## src/vpi_cfg.svh

```systemverilog
// Constants of the vectored priority interrupt controller: offsets, fields, reset values.
`ifndef VPI_CFG_SVH
`define VPI_CFG_SVH

// ==========================================================================
// Sizes
// ==========================================================================
`define VPI_NUM_SRC        96
`define VPI_NUM_EXT        5
`define VPI_NUM_TRAP       4
`define VPI_NUM_BANK       6
`define VPI_NUM_IPC        24

// ==========================================================================
// Register word indices, byte address is four times the index; numbers of the absent priority registers
// ==========================================================================
`define VPI_IDX_CTRL1      6'h00
`define VPI_IDX_CTRL2      6'h01
`define VPI_IDX_FLAG0      6'h02
`define VPI_IDX_EN0        6'h08
`define VPI_IDX_PRIO0      6'h0E
`define VPI_IDX_CAPTURE    6'h26
`define VPI_IDX_STATUS     6'h27
`define VPI_IDX_CORE       6'h28
`define VPI_IPC_MISSING_A  5'h0E
`define VPI_IPC_MISSING_B  5'h11

// ==========================================================================
// Field positions
// ==========================================================================
`define VPI_NEST_BIT       15
`define VPI_TRAP_LSB       1
`define VPI_ALT_BIT        15
`define VPI_IPL_LSB        5
`define VPI_CPU_PRIORITY_MSB_BIT       3
`define VPI_RSVD_BIT       2
`define VPI_CAP_LVL_LSB    8

// ==========================================================================
// Vector numbers of the external request inputs
// ==========================================================================
`define VPI_EXT0_VEC       7'h00
`define VPI_EXT1_VEC       7'h14
`define VPI_EXT2_VEC       7'h1D
`define VPI_EXT3_VEC       7'h35
`define VPI_EXT4_VEC       7'h36

// ==========================================================================
// Vector table addresses
// ==========================================================================
`define VPI_IVT_BASE       24'h000014
`define VPI_ALT_OFFSET     24'h000100

// ==========================================================================
// Reset values
// ==========================================================================
`define VPI_RST_WORD       16'h0000
`define VPI_RST_IPL        3'h0
`define VPI_RST_BUS        32'h00000000

`endif

```

## src/vpi_pkg.sv

```systemverilog
// Types of the vectored priority interrupt controller.
`include "vpi_cfg.svh"

package vpi_pkg;

   // =======================================================================
   // Per-source vectors
   // =======================================================================
   typedef logic [`VPI_NUM_SRC-1:0]      vpi_src_t;
   typedef logic [`VPI_NUM_SRC-1:0][2:0] vpi_prio_t;

   // =======================================================================
   // Whole state of the controller
   // =======================================================================
   typedef struct packed {
      logic                   nest_dis;
      logic [`VPI_NUM_TRAP-1:0] trap;
      logic                   alt_sel;
      logic [`VPI_NUM_EXT-1:0]  edge_pol;
      vpi_src_t               flag;
      vpi_src_t               enable;
      vpi_prio_t              prio;
      logic [2:0]             cpu_priority_bits;
      logic                   cpu_priority_msb;
      logic                   in_isr;
      logic [`VPI_NUM_EXT-1:0]  ext_prev;
      logic [6:0]             cap_vec;
      logic [3:0]             cap_lvl;
      logic                   wr_pend;
      logic [5:0]             wr_idx;
      logic                   ready;
      logic [31:0]            rdata;
      logic                   irq;
      logic [6:0]             irq_vec;
      logic [3:0]             irq_lvl;
      logic [23:0]            irq_addr;
   } vpi_state_t;

endpackage
```

## src/vpi_arbiter.sv

```systemverilog
// Priority selector: picks the winning pending source above the CPU level.
`timescale 1ns/1ps
`include "vpi_cfg.svh"

module vpi_arbiter (
   input  wire vpi_pkg::vpi_src_t  pending,
   input  wire vpi_pkg::vpi_prio_t prio,
   input  wire logic [3:0]         cpu_level,
   output logic                    found,
   output logic [6:0]              win_vec,
   output logic [3:0]              win_lvl
);

   // =======================================================================
   // Search from the top vector down so equal priority keeps the lowest
   // =======================================================================
   always_comb begin
      found   = 1'b0;
      win_vec = 7'h00;
      win_lvl = 4'h0;
      for (int i = `VPI_NUM_SRC - 1; i >= 0; i--) begin
         if (pending[i] && (prio[i] != 3'h0) &&
             ({1'b0, prio[i]} > cpu_level) &&
             (!found || ({1'b0, prio[i]} >= win_lvl))) begin
            found   = 1'b1;
            win_vec = 7'(i);
            win_lvl = {1'b0, prio[i]};
         end
      end
   end

endmodule // vpi_arbiter

```

## src/vpi_ctrl.sv

```systemverilog
// Vectored priority interrupt controller with an AHB-Lite register slave.
`timescale 1ns/1ps
`include "vpi_cfg.svh"

module vpi_ctrl (
   input  wire logic                    hclk,
   input  wire logic                    hresetn,
   input  wire logic                    hsel,
   input  wire logic [31:0]             haddr,
   input  wire logic [1:0]              htrans,
   input  wire logic                    hwrite,
   input  wire logic [2:0]              hsize,
   input  wire logic [31:0]             hwdata,
   input  wire logic                    hready,
   output logic                         hreadyout,
   output logic                         hresp,
   output logic [31:0]                  hrdata,
   input  wire vpi_pkg::vpi_src_t       src_req,
   input  wire logic [`VPI_NUM_EXT-1:0]  ext_req,
   input  wire logic [`VPI_NUM_TRAP-1:0] trap_event,
   input  wire logic                    irq_ack,
   input  wire logic                    isr_exit,
   input  wire logic [3:0]              restore_level,
   output logic                         irq,
   output logic [6:0]                   irq_vector,
   output logic [3:0]                   irq_level,
   output logic [23:0]                  irq_address
);

   // =======================================================================
   // Helper functions
   // =======================================================================
   function automatic logic [6:0] ext_vec(input int unsigned k);
      logic [6:0] v;
      v = `VPI_EXT0_VEC;
      case (k)
         1: v = `VPI_EXT1_VEC;
         2: v = `VPI_EXT2_VEC;
         3: v = `VPI_EXT3_VEC;
         4: v = `VPI_EXT4_VEC;
         default: v = `VPI_EXT0_VEC;
      endcase
      return v;
   endfunction

   function automatic logic [23:0] vec_addr(input logic [6:0] vec, input logic alt);
      logic [23:0] a;
      a = `VPI_IVT_BASE + {16'h0000, vec, 1'b0};
      if (alt) begin
         a = a + `VPI_ALT_OFFSET;
      end
      return a;
   endfunction

   function automatic logic ipc_present(input logic [4:0] n);
      return (n != `VPI_IPC_MISSING_A) && (n != `VPI_IPC_MISSING_B);
   endfunction

   function automatic logic [15:0] reg_read(input vpi_pkg::vpi_state_t st,
                                            input logic [5:0] idx);
      logic [15:0] w;
      logic [5:0]  rel;
      w   = `VPI_RST_WORD;
      rel = 6'h00;
      if (idx == `VPI_IDX_CTRL1) begin
         w[`VPI_NEST_BIT] = st.nest_dis;
         w[`VPI_TRAP_LSB +: `VPI_NUM_TRAP] = st.trap;
      end else if (idx == `VPI_IDX_CTRL2) begin
         w[`VPI_ALT_BIT] = st.alt_sel;
         w[`VPI_NUM_EXT-1:0] = st.edge_pol;
      end else if ((idx >= `VPI_IDX_FLAG0) && (idx < `VPI_IDX_EN0)) begin
         rel = idx - `VPI_IDX_FLAG0;
         w   = st.flag[rel*16 +: 16];
      end else if ((idx >= `VPI_IDX_EN0) && (idx < `VPI_IDX_PRIO0)) begin
         rel = idx - `VPI_IDX_EN0;
         w   = st.enable[rel*16 +: 16];
      end else if ((idx >= `VPI_IDX_PRIO0) && (idx < `VPI_IDX_CAPTURE)) begin
         rel = idx - `VPI_IDX_PRIO0;
         if (ipc_present(rel[4:0])) begin
            for (int j = 0; j < 4; j++) begin
               w[j*4 +: 3] = st.prio[rel*4 + j];
            end
         end
      end else if (idx == `VPI_IDX_CAPTURE) begin
         w[6:0] = st.cap_vec;
         w[`VPI_CAP_LVL_LSB +: 4] = st.cap_lvl;
      end else if (idx == `VPI_IDX_STATUS) begin
         w[`VPI_IPL_LSB +: 3] = st.cpu_priority_bits;
      end else if (idx == `VPI_IDX_CORE) begin
         w[`VPI_CPU_PRIORITY_MSB_BIT] = st.cpu_priority_msb;
         w[`VPI_RSVD_BIT] = 1'b1;
      end
      return w;
   endfunction

   // =======================================================================
   // State and priority selection
   // =======================================================================
   vpi_pkg::vpi_state_t s;
   vpi_pkg::vpi_state_t next_s;
   logic                sel_found;
   logic [6:0]          sel_vec;
   logic [3:0]          sel_lvl;
   vpi_pkg::vpi_src_t   pending;
   vpi_pkg::vpi_src_t   set_req;
   logic [`VPI_NUM_EXT-1:0] ext_hit;
   logic                addr_ok;
   logic                bus_take;
   logic [5:0]          widx;
   logic [15:0]         wd;
   logic [5:0]          wrel;

   assign pending = s.flag & s.enable;

   vpi_arbiter u_arbiter (
      .pending   (pending),
      .prio      (s.prio),
      .cpu_level ({s.cpu_priority_msb, s.cpu_priority_bits}),
      .found     (sel_found),
      .win_vec   (sel_vec),
      .win_lvl   (sel_lvl)
   );

   // =======================================================================
   // Next state
   // =======================================================================
   always_comb begin
      next_s   = s;
      ext_hit  = '0;
      set_req  = src_req;
      wd       = hwdata[15:0];
      widx     = s.wr_idx;
      wrel     = 6'h00;
      addr_ok  = (haddr[31:8] == 24'h000000) && (haddr[1:0] == 2'b00);
      bus_take = hsel && hready && htrans[1];

      // External request edge detection.
      for (int k = 0; k < `VPI_NUM_EXT; k++) begin
         ext_hit[k] = s.edge_pol[k] ? (s.ext_prev[k] && !ext_req[k])
                                    : (!s.ext_prev[k] && ext_req[k]);
         set_req[ext_vec(k)] = set_req[ext_vec(k)] | ext_hit[k];
      end
      next_s.ext_prev = ext_req;

      // Bus address phase.
      next_s.ready   = 1'b1;
      next_s.wr_pend = bus_take && hwrite && addr_ok;
      next_s.wr_idx  = haddr[7:2];
      if (bus_take && !hwrite) begin
         next_s.rdata = addr_ok ? {16'h0000, reg_read(s, haddr[7:2])} : `VPI_RST_BUS;
      end

      // Bus data phase write.
      if (s.wr_pend) begin
         if (widx == `VPI_IDX_CTRL1) begin
            next_s.nest_dis = wd[`VPI_NEST_BIT];
            next_s.trap     = wd[`VPI_TRAP_LSB +: `VPI_NUM_TRAP];
         end else if (widx == `VPI_IDX_CTRL2) begin
            next_s.alt_sel  = wd[`VPI_ALT_BIT];
            next_s.edge_pol = wd[`VPI_NUM_EXT-1:0];
         end else if ((widx >= `VPI_IDX_FLAG0) && (widx < `VPI_IDX_EN0)) begin
            wrel = widx - `VPI_IDX_FLAG0;
            next_s.flag[wrel*16 +: 16] = wd;
         end else if ((widx >= `VPI_IDX_EN0) && (widx < `VPI_IDX_PRIO0)) begin
            wrel = widx - `VPI_IDX_EN0;
            next_s.enable[wrel*16 +: 16] = wd;
         end else if ((widx >= `VPI_IDX_PRIO0) && (widx < `VPI_IDX_CAPTURE)) begin
            wrel = widx - `VPI_IDX_PRIO0;
            if (ipc_present(wrel[4:0])) begin
               for (int j = 0; j < 4; j++) begin
                  next_s.prio[wrel*4 + j] = wd[j*4 +: 3];
               end
            end
         end else if (widx == `VPI_IDX_STATUS) begin
            if (!s.nest_dis) begin
               next_s.cpu_priority_bits = wd[`VPI_IPL_LSB +: 3];
            end
         end else if (widx == `VPI_IDX_CORE) begin
            if (!wd[`VPI_CPU_PRIORITY_MSB_BIT]) begin
               next_s.cpu_priority_msb = 1'b0;
            end
         end
      end

      // Hardware sets win over software clears.
      next_s.flag = next_s.flag | set_req;
      next_s.trap = next_s.trap | trap_event;

      // CPU level updates from the core and from trap events.
      if (isr_exit) begin
         next_s.cpu_priority_bits    = restore_level[2:0];
         next_s.cpu_priority_msb   = restore_level[3];
         next_s.in_isr = 1'b0;
      end
      if (irq_ack && s.irq) begin
         next_s.cpu_priority_bits    = s.irq_lvl[2:0];
         next_s.cpu_priority_msb   = s.irq_lvl[3];
         next_s.in_isr = 1'b1;
      end
      if (trap_event != '0) begin
         next_s.cpu_priority_msb = 1'b1;
      end

      // Capture and request to the core.
      if (sel_found) begin
         next_s.cap_vec = sel_vec;
         next_s.cap_lvl = sel_lvl;
      end
      next_s.irq      = sel_found && !(s.nest_dis && s.in_isr);
      next_s.irq_vec  = sel_vec;
      next_s.irq_lvl  = sel_lvl;
      next_s.irq_addr = vec_addr(sel_vec, s.alt_sel);
      if (irq_ack && s.irq) begin
         next_s.irq = 1'b0;
      end
   end

   // =======================================================================
   // State register
   // =======================================================================
   always_ff @(posedge hclk or negedge hresetn) begin
      if (!hresetn) begin
         s          <= '0;
         s.ready    <= 1'b1;
         s.cpu_priority_bits      <= `VPI_RST_IPL;
         s.irq_addr <= `VPI_IVT_BASE;
      end else begin
         s <= next_s;
      end
   end

   // =======================================================================
   // Outputs
   // =======================================================================
   assign hreadyout   = s.ready;
   assign hresp       = 1'b0;
   assign hrdata      = s.rdata;
   assign irq         = s.irq;
   assign irq_vector  = s.irq_vec;
   assign irq_level   = s.irq_lvl;
   assign irq_address = s.irq_addr;

endmodule // vpi_ctrl

```

## config.mk

```make
export PLATFORM = sky130hd
export DESIGN_NAME = vpi_ctrl
export DESIGN_NICKNAME = d
export VERILOG_FILES = /design/src/vpi_pkg.sv /design/src/vpi_arbiter.sv /design/src/vpi_ctrl.sv
export VERILOG_INCLUDE_DIRS = /design/src
export SDC_FILE = /design/constraint.sdc
export NUM_CORES = 2
export LEC_CHECK = 0
export BUFFER_PORTS_ARGS = -buffer_cell sky130_fd_sc_hd__buf_4
export CAP_MARGIN = 40
export CORE_MARGIN = 1.5
export CORE_UTILIZATION = 50
export CTS_BUF_LIST = sky130_fd_sc_hd__clkbuf_4
export CTS_CLUSTER_DIAMETER = 60
export DETAILED_ROUTE_END_ITERATION = 8
export PLACE_DENSITY = 0.67
export SLEW_MARGIN = 25
export SYNTH_ARGS = -nofsm -noshare
export SYNTH_HDL_FRONTEND = slang
export SYNTH_SLANG_ARGS = --single-unit
```

## constraint.sdc

```tcl
create_clock -name hclk -period 340.6 [get_ports hclk]
set_input_delay 85.15 -clock hclk [delete_from_list [all_inputs] [get_ports hclk]]
set_output_delay 85.15 -clock hclk [all_outputs]
set_load 0.005 [all_outputs]
```

Word level (Yosys, flattened, before mapping)
Cells that the tools add are included.

word-level totals
  logic and storage cells = 1,388
  register bits = 587
  input port bits = 185
  output and inout bits = 70

operators by class
  reductions and logical operators = 632
  shifts and indexed selects = 6
  $lt $le $gt $ge = 215
  mux-type cells = 368
  add/subtract/negate cells = 16
  bitwise operators = 12
  equal/unequal tests = 24

operators by type and width
  kind                        count
  $bwmux W288                 4
  $mux W7                     96
  $mux W288                   2
  $mux W494                   1
  $mux W490                   1
  $mux W484                   1
  $mux W388                   1
  $gt A3 B4 Y1                96
  $mux W3                     115
  $logic_and A1 B1 Y1         318
  $reduce_bool A3 Y1          98
  $mux W292                   1
  $ge A3 B3 Y1                95
  $bwmux W96                  2
  $mux W96                    2
  $shift A16 B34 Y96 const A  2
  $shiftx A16 B34 Y96         2
  $shiftx A96 B11 Y16         2
  $mux W1                     115
  $logic_not A1 Y1            107
  $and A96 B96 Y96            1
  $or A96 B96 Y96             1
  $logic_or A1 B1 Y1          95
  $neg A10 Y34                2
  46 further kinds            113

Depth between registers and ports, before layout
  depth after elaboration = 387
  depth in mapped cells = 721
  gate-level depth less buffers = 710

Cells and area by module
From an unflattened synthesis, not the netlist that was laid out.

second synthesis, totals
  cells, all modules = 5,422
  area, all modules = 50,297.0 um^2

modules (own cells, without submodules)
  module       times used  cells an instance  area an instance (um^2)  seq. area each (um^2)
  vpi_ctrl     1           2,360              27,923.0                 13,890.8
  vpi_arbiter  1           3,062              22,374.0                 0.0

Worst setup path after synthesis
OpenSTA, ideal clock, no wires.

  kind = register to register
  start point = register s[94] (netlist name)
  end point = register s, in the netlist irq_address[6]
  arrival = 128.647 ns
  library setup time = 0.119 ns
  required time = 340.481 ns
  period minus slack after synthesis = 128.766 ns
  cell stages (with the launch flop) = 671
  slack = 211.834 ns
  path buffers = 11
  cells stage by stage = dfrtp_1 -> ha_1 -> nand3_1 -> or4b_4 -> nor2_1 -> nand2_1 -> ha_1 -> a21oi_1 -> o21ai_0 -> or3_1 -> nand3_1 -> nand2_1 -> ha_1 -> nand2b_1 -> a21o_1 -> a21oi_1 -> a21o_1 -> mux2_2 -> (+635 left out) -> inv_1 -> and3_1 -> a211oi_1 -> inv_1 -> ha_1 -> nand2b_1 -> a21oi_1 -> nor2b_1 -> o31a_1 -> clkbuf_1 -> nor2_1 -> o211a_1 -> o31a_1 -> ha_1 -> inv_1 -> a21boi_1 -> xor2_1 -> and2_1

RTL lines
  item                    RTL line         text
  from (decl)             vpi_ctrl.sv:99   vpi_pkg::vpi_state_t s;
  from (signal assigned)  vpi_ctrl.sv:228  s <= next_s;

==> reports/summary.txt <==
run status: complete, no violations
Yosys cell types: 143
post-route clock skew: 0.1067 ns
Setup-failing EPs final: 0
final WL: 202600 µm
main area contributors after synthesis: sky130_fd_sc_hd__dfrtp_1, sky130_fd_sc_hd__ha_1, sky130_fd_sc_hd__mux2_2, sky130_fd_sc_hd__mux4_2, sky130_fd_sc_hd__nand2_1
max-capacitance violation count: 0
CTS buffer count: 157
largest net degree at the start of global routing: 163
relative area change from synthesis to final layout: 9.203%
area of the core: 100100 µm²
slew of the pin with the lowest slew margin: 1.047 ns
Post-DRT Antenna Nets: 0
critical path capture point type: flop
time the final worst path needs with I/O delays and setup: 148.22 ns
Worst-Skew Late Latency: 1.08 ns
power density over cell area: 5.873 nW/µm²
worst endpoint data arrival time: 149.15 ns
post-synthesis instance area: 50550 µm²
final design area excluding fillers: 55200 µm²
Die Width: 321.0 µm
total negative slack for setup checks: 0 ns
routed wl met3: 22510 µm
overall routing resource usage: 0.3871
data required time of the worst path: 341.53 ns
Clock Root Buffer: sky130_fd_sc_hd__clkbuf_4
drt via density: 6.724
count of flip-flops with a built-in enable after synthesis: 0
via count of the first global-routing pass: 44890
Worst setup SP type: flop
leakage power figure: 24.75 nW
Bufs on Longest Clock Path: 3
H-tree levels: 4
number of slew-limit violations in the final report: 0
net total in the final layout: 6493
post-detail-place hpwl: 155500 µm
count of unresolved DRC violations after routing: 0
first-pass iteration count of the detailed router: 6
y dimension of the die: 321.0 µm
first-iteration detailed-routing DRC count: 5876
placed cells: 6920
Wirelength per Cell: 28.06 µm
share of the synthesized area in the top cell type: 0.2728
wire length of the first global-routing pass: 296700 µm
count of mapped cells out of synthesis: 5614
highest ir drop seen on vdd: 3.241 µV
I/O Pins: 255
tightest slew margin relative to the limit: 0.3004
critical path's slowest cell: sky130_fd_sc_hd__nor4b_1
via count: 48540
most area-hungry cell type in the Yosys netlist: sky130_fd_sc_hd__dfrtp_1
biggest cell delay along the critical path: 0.68 ns
maximum fanout along the worst path: 16
mean instance size in the synthesized netlist: 9.004 µm²
die area: 103000 µm²
RSZ-0062 raised after global routing: no
instance area at placement: 53070 µm²
total of cells resized after clock tree synthesis: 0
Clock Sinks: 553
leftover overflow at the end of global routing: 0
placement row count: 116
worst min-delay path category: flop to flop
starting utilization of the core area: 0.5047
classification of the worst setup path: flop to flop
number of warning messages in the yosys log: 0
CTS tree: done
Clock Pin Slew Worst Setup and Hold Paths: 0.07 ns
routed length on met2: 87540 µm
Critical Path Most Common Cell: sky130_fd_sc_hd__ha_1
Metal-1 WL: 82780 µm
share of the clock period used by the worst path: 0.4352
hold buffer count at cts: 0
fraction of layout instances using a drive strength above 1: 0.1895
gpl congestion: 1.058
Main synth FF type: sky130_fd_sc_hd__dfrtp_1
number of I/O port buffers: 200
flops & latches, synth: 553
asr flop ratio synth: 1.000
Post CTS Setup Buffer Count: 0
top sig layer: met5
count of final hold-check violations: 0
post-synthesis sequential area ratio: 0.2738
top achievable clock speed: 6.747 MHz
non-filler instance count after layout: 7219
initial antenna violation count: 28
[cell usage in the layout (no fill, tap or decap), drive strengths merged, types with 59 or more instances in the layout]
cell type    n
a211o       93
nor3       183
mux2       307
nor2b       80
buf        270
a21o       118
nand2      556
o21ai      338
dfrtp      551
mux4       116
and3        87
nand3      147
a21oi      246
ha         508
a31oi       72
o211ai      59
and2        89
nor2       292
o21a        94
clkbuf     229
nand2b     128
inv        345
[kinds of logic after synthesis]
kind of cell | Yosys count | share of synthesized area
simple gates | 1836 | 0.1841
mux | 472 | 0.1299
buf+inv | 633 | 0.05396
fa+ha+maj | 521 | 0.1283
other cells | 2 | 0.0001486
flops | 553 | 0.2738
xor+xnor | 16 | 0.002772
compound gates | 1581 | 0.2270
[power breakdown]
part	switching (W)	internal, W
combinational	0.000110	0.0000764
clock	0.0000315	0.0000313
sequential	0.00000570	0.0000695
total	0.000147	0.000177
[worst paths after layout]
kind                                       endpoint  cells after the start               from  slack (ns)
setup / recovery           irq_address[6]$_DFF_PN0_                    671  s[96]$_DFFE_PN0P_      192.39
hold / removal                                 flop                      0               flop        0.44
setup reg to reg           irq_address[6]$_DFF_PN0_                    671  s[96]$_DFFE_PN0P_      192.39
hold reg to reg                                flop                      0               flop        0.44
max in group asynchronous  irq_address[4]$_DFF_PN1_                      6            hresetn      254.36
min in group asynchronous                 async pin                      1            hresetn       83.94
[layout make-up]
type | count | area (µm²)
multi-input combinational | 4461 | 34150
sequential | 553 | 13850
clock buffer | 220 | 1652
inverter | 340 | 1281
timing repair buffer | 287 | 2346
clock inverter | 45 | 264.0
tap | 1298 | 1624
antenna | 15 | 37.54
fill | 9199 | 44950
[per-layer routing]
metal  GRT usage  vias to the layer above
met5           0                        -
met4      0.1741                       16
met3      0.1019                      457
met2      0.5783                     2634
met1      0.5245                    23890
li1            -                    21550
[cell usage after synthesis (26+ instances only)]
cell type	instances
sky130_fd_sc_hd__a21oi_1	241
sky130_fd_sc_hd__or3_1	50
sky130_fd_sc_hd__o21ai_1	26
sky130_fd_sc_hd__and2_1	83
sky130_fd_sc_hd__o21ai_0	309
sky130_fd_sc_hd__inv_1	340
sky130_fd_sc_hd__and3_1	87
sky130_fd_sc_hd__dfrtp_1	551
sky130_fd_sc_hd__o211a_1	26
sky130_fd_sc_hd__mux2i_1	49
sky130_fd_sc_hd__nand2b_1	127
sky130_fd_sc_hd__clkbuf_1	187
sky130_fd_sc_hd__or2_2	43
sky130_fd_sc_hd__a211oi_1	32
sky130_fd_sc_hd__buf_4	76
sky130_fd_sc_hd__mux4_2	116
sky130_fd_sc_hd__a311oi_1	53
sky130_fd_sc_hd__nand2_1	555
sky130_fd_sc_hd__nor3_1	179
sky130_fd_sc_hd__a21o_1	117
sky130_fd_sc_hd__nor2b_1	80
sky130_fd_sc_hd__nand3_1	146
sky130_fd_sc_hd__a211o_1	93
sky130_fd_sc_hd__ha_1	508
sky130_fd_sc_hd__o31ai_1	42
sky130_fd_sc_hd__o21a_1	91
sky130_fd_sc_hd__mux2_2	304
sky130_fd_sc_hd__o211ai_1	56
sky130_fd_sc_hd__nor4_1	37
sky130_fd_sc_hd__a31oi_1	65
sky130_fd_sc_hd__nor2_1	290
[worst max-delay path, delay by kind of cell (launching register included)]
kind                     cells  cell delay, ns
multiplexers                20            7.41
AO/OA/AOI/OAI              286           69.09
XOR/XNOR                     1            0.18
flip-flops                   1            0.41
adder cells (fa/ha/maj)    107           29.19
AND/OR/NAND/NOR            222           37.73
buffers and inverters       35            3.96
[through the flow]
stage | setup WS [ns] | util | power [W] | hold WS [ns]
global placement | 195.89 | 0.5262 | 0.0002526 | 0.4163
finish | 192.39 | 0.5512 | 0.0003242 | 0.4389
CTS | 194.00 | 0.5490 | 0.0003211 | 0.4354
global route | 180.40 | 0.5510 | 0.0003490 | 0.4539
floorplan | 211.83 | - | 0.0002077 | 0.4399
detailed placement | 194.65 | 0.5299 | 0.0002579 | 0.4241
No activity file was read; power rests on OpenSTA's default activity.
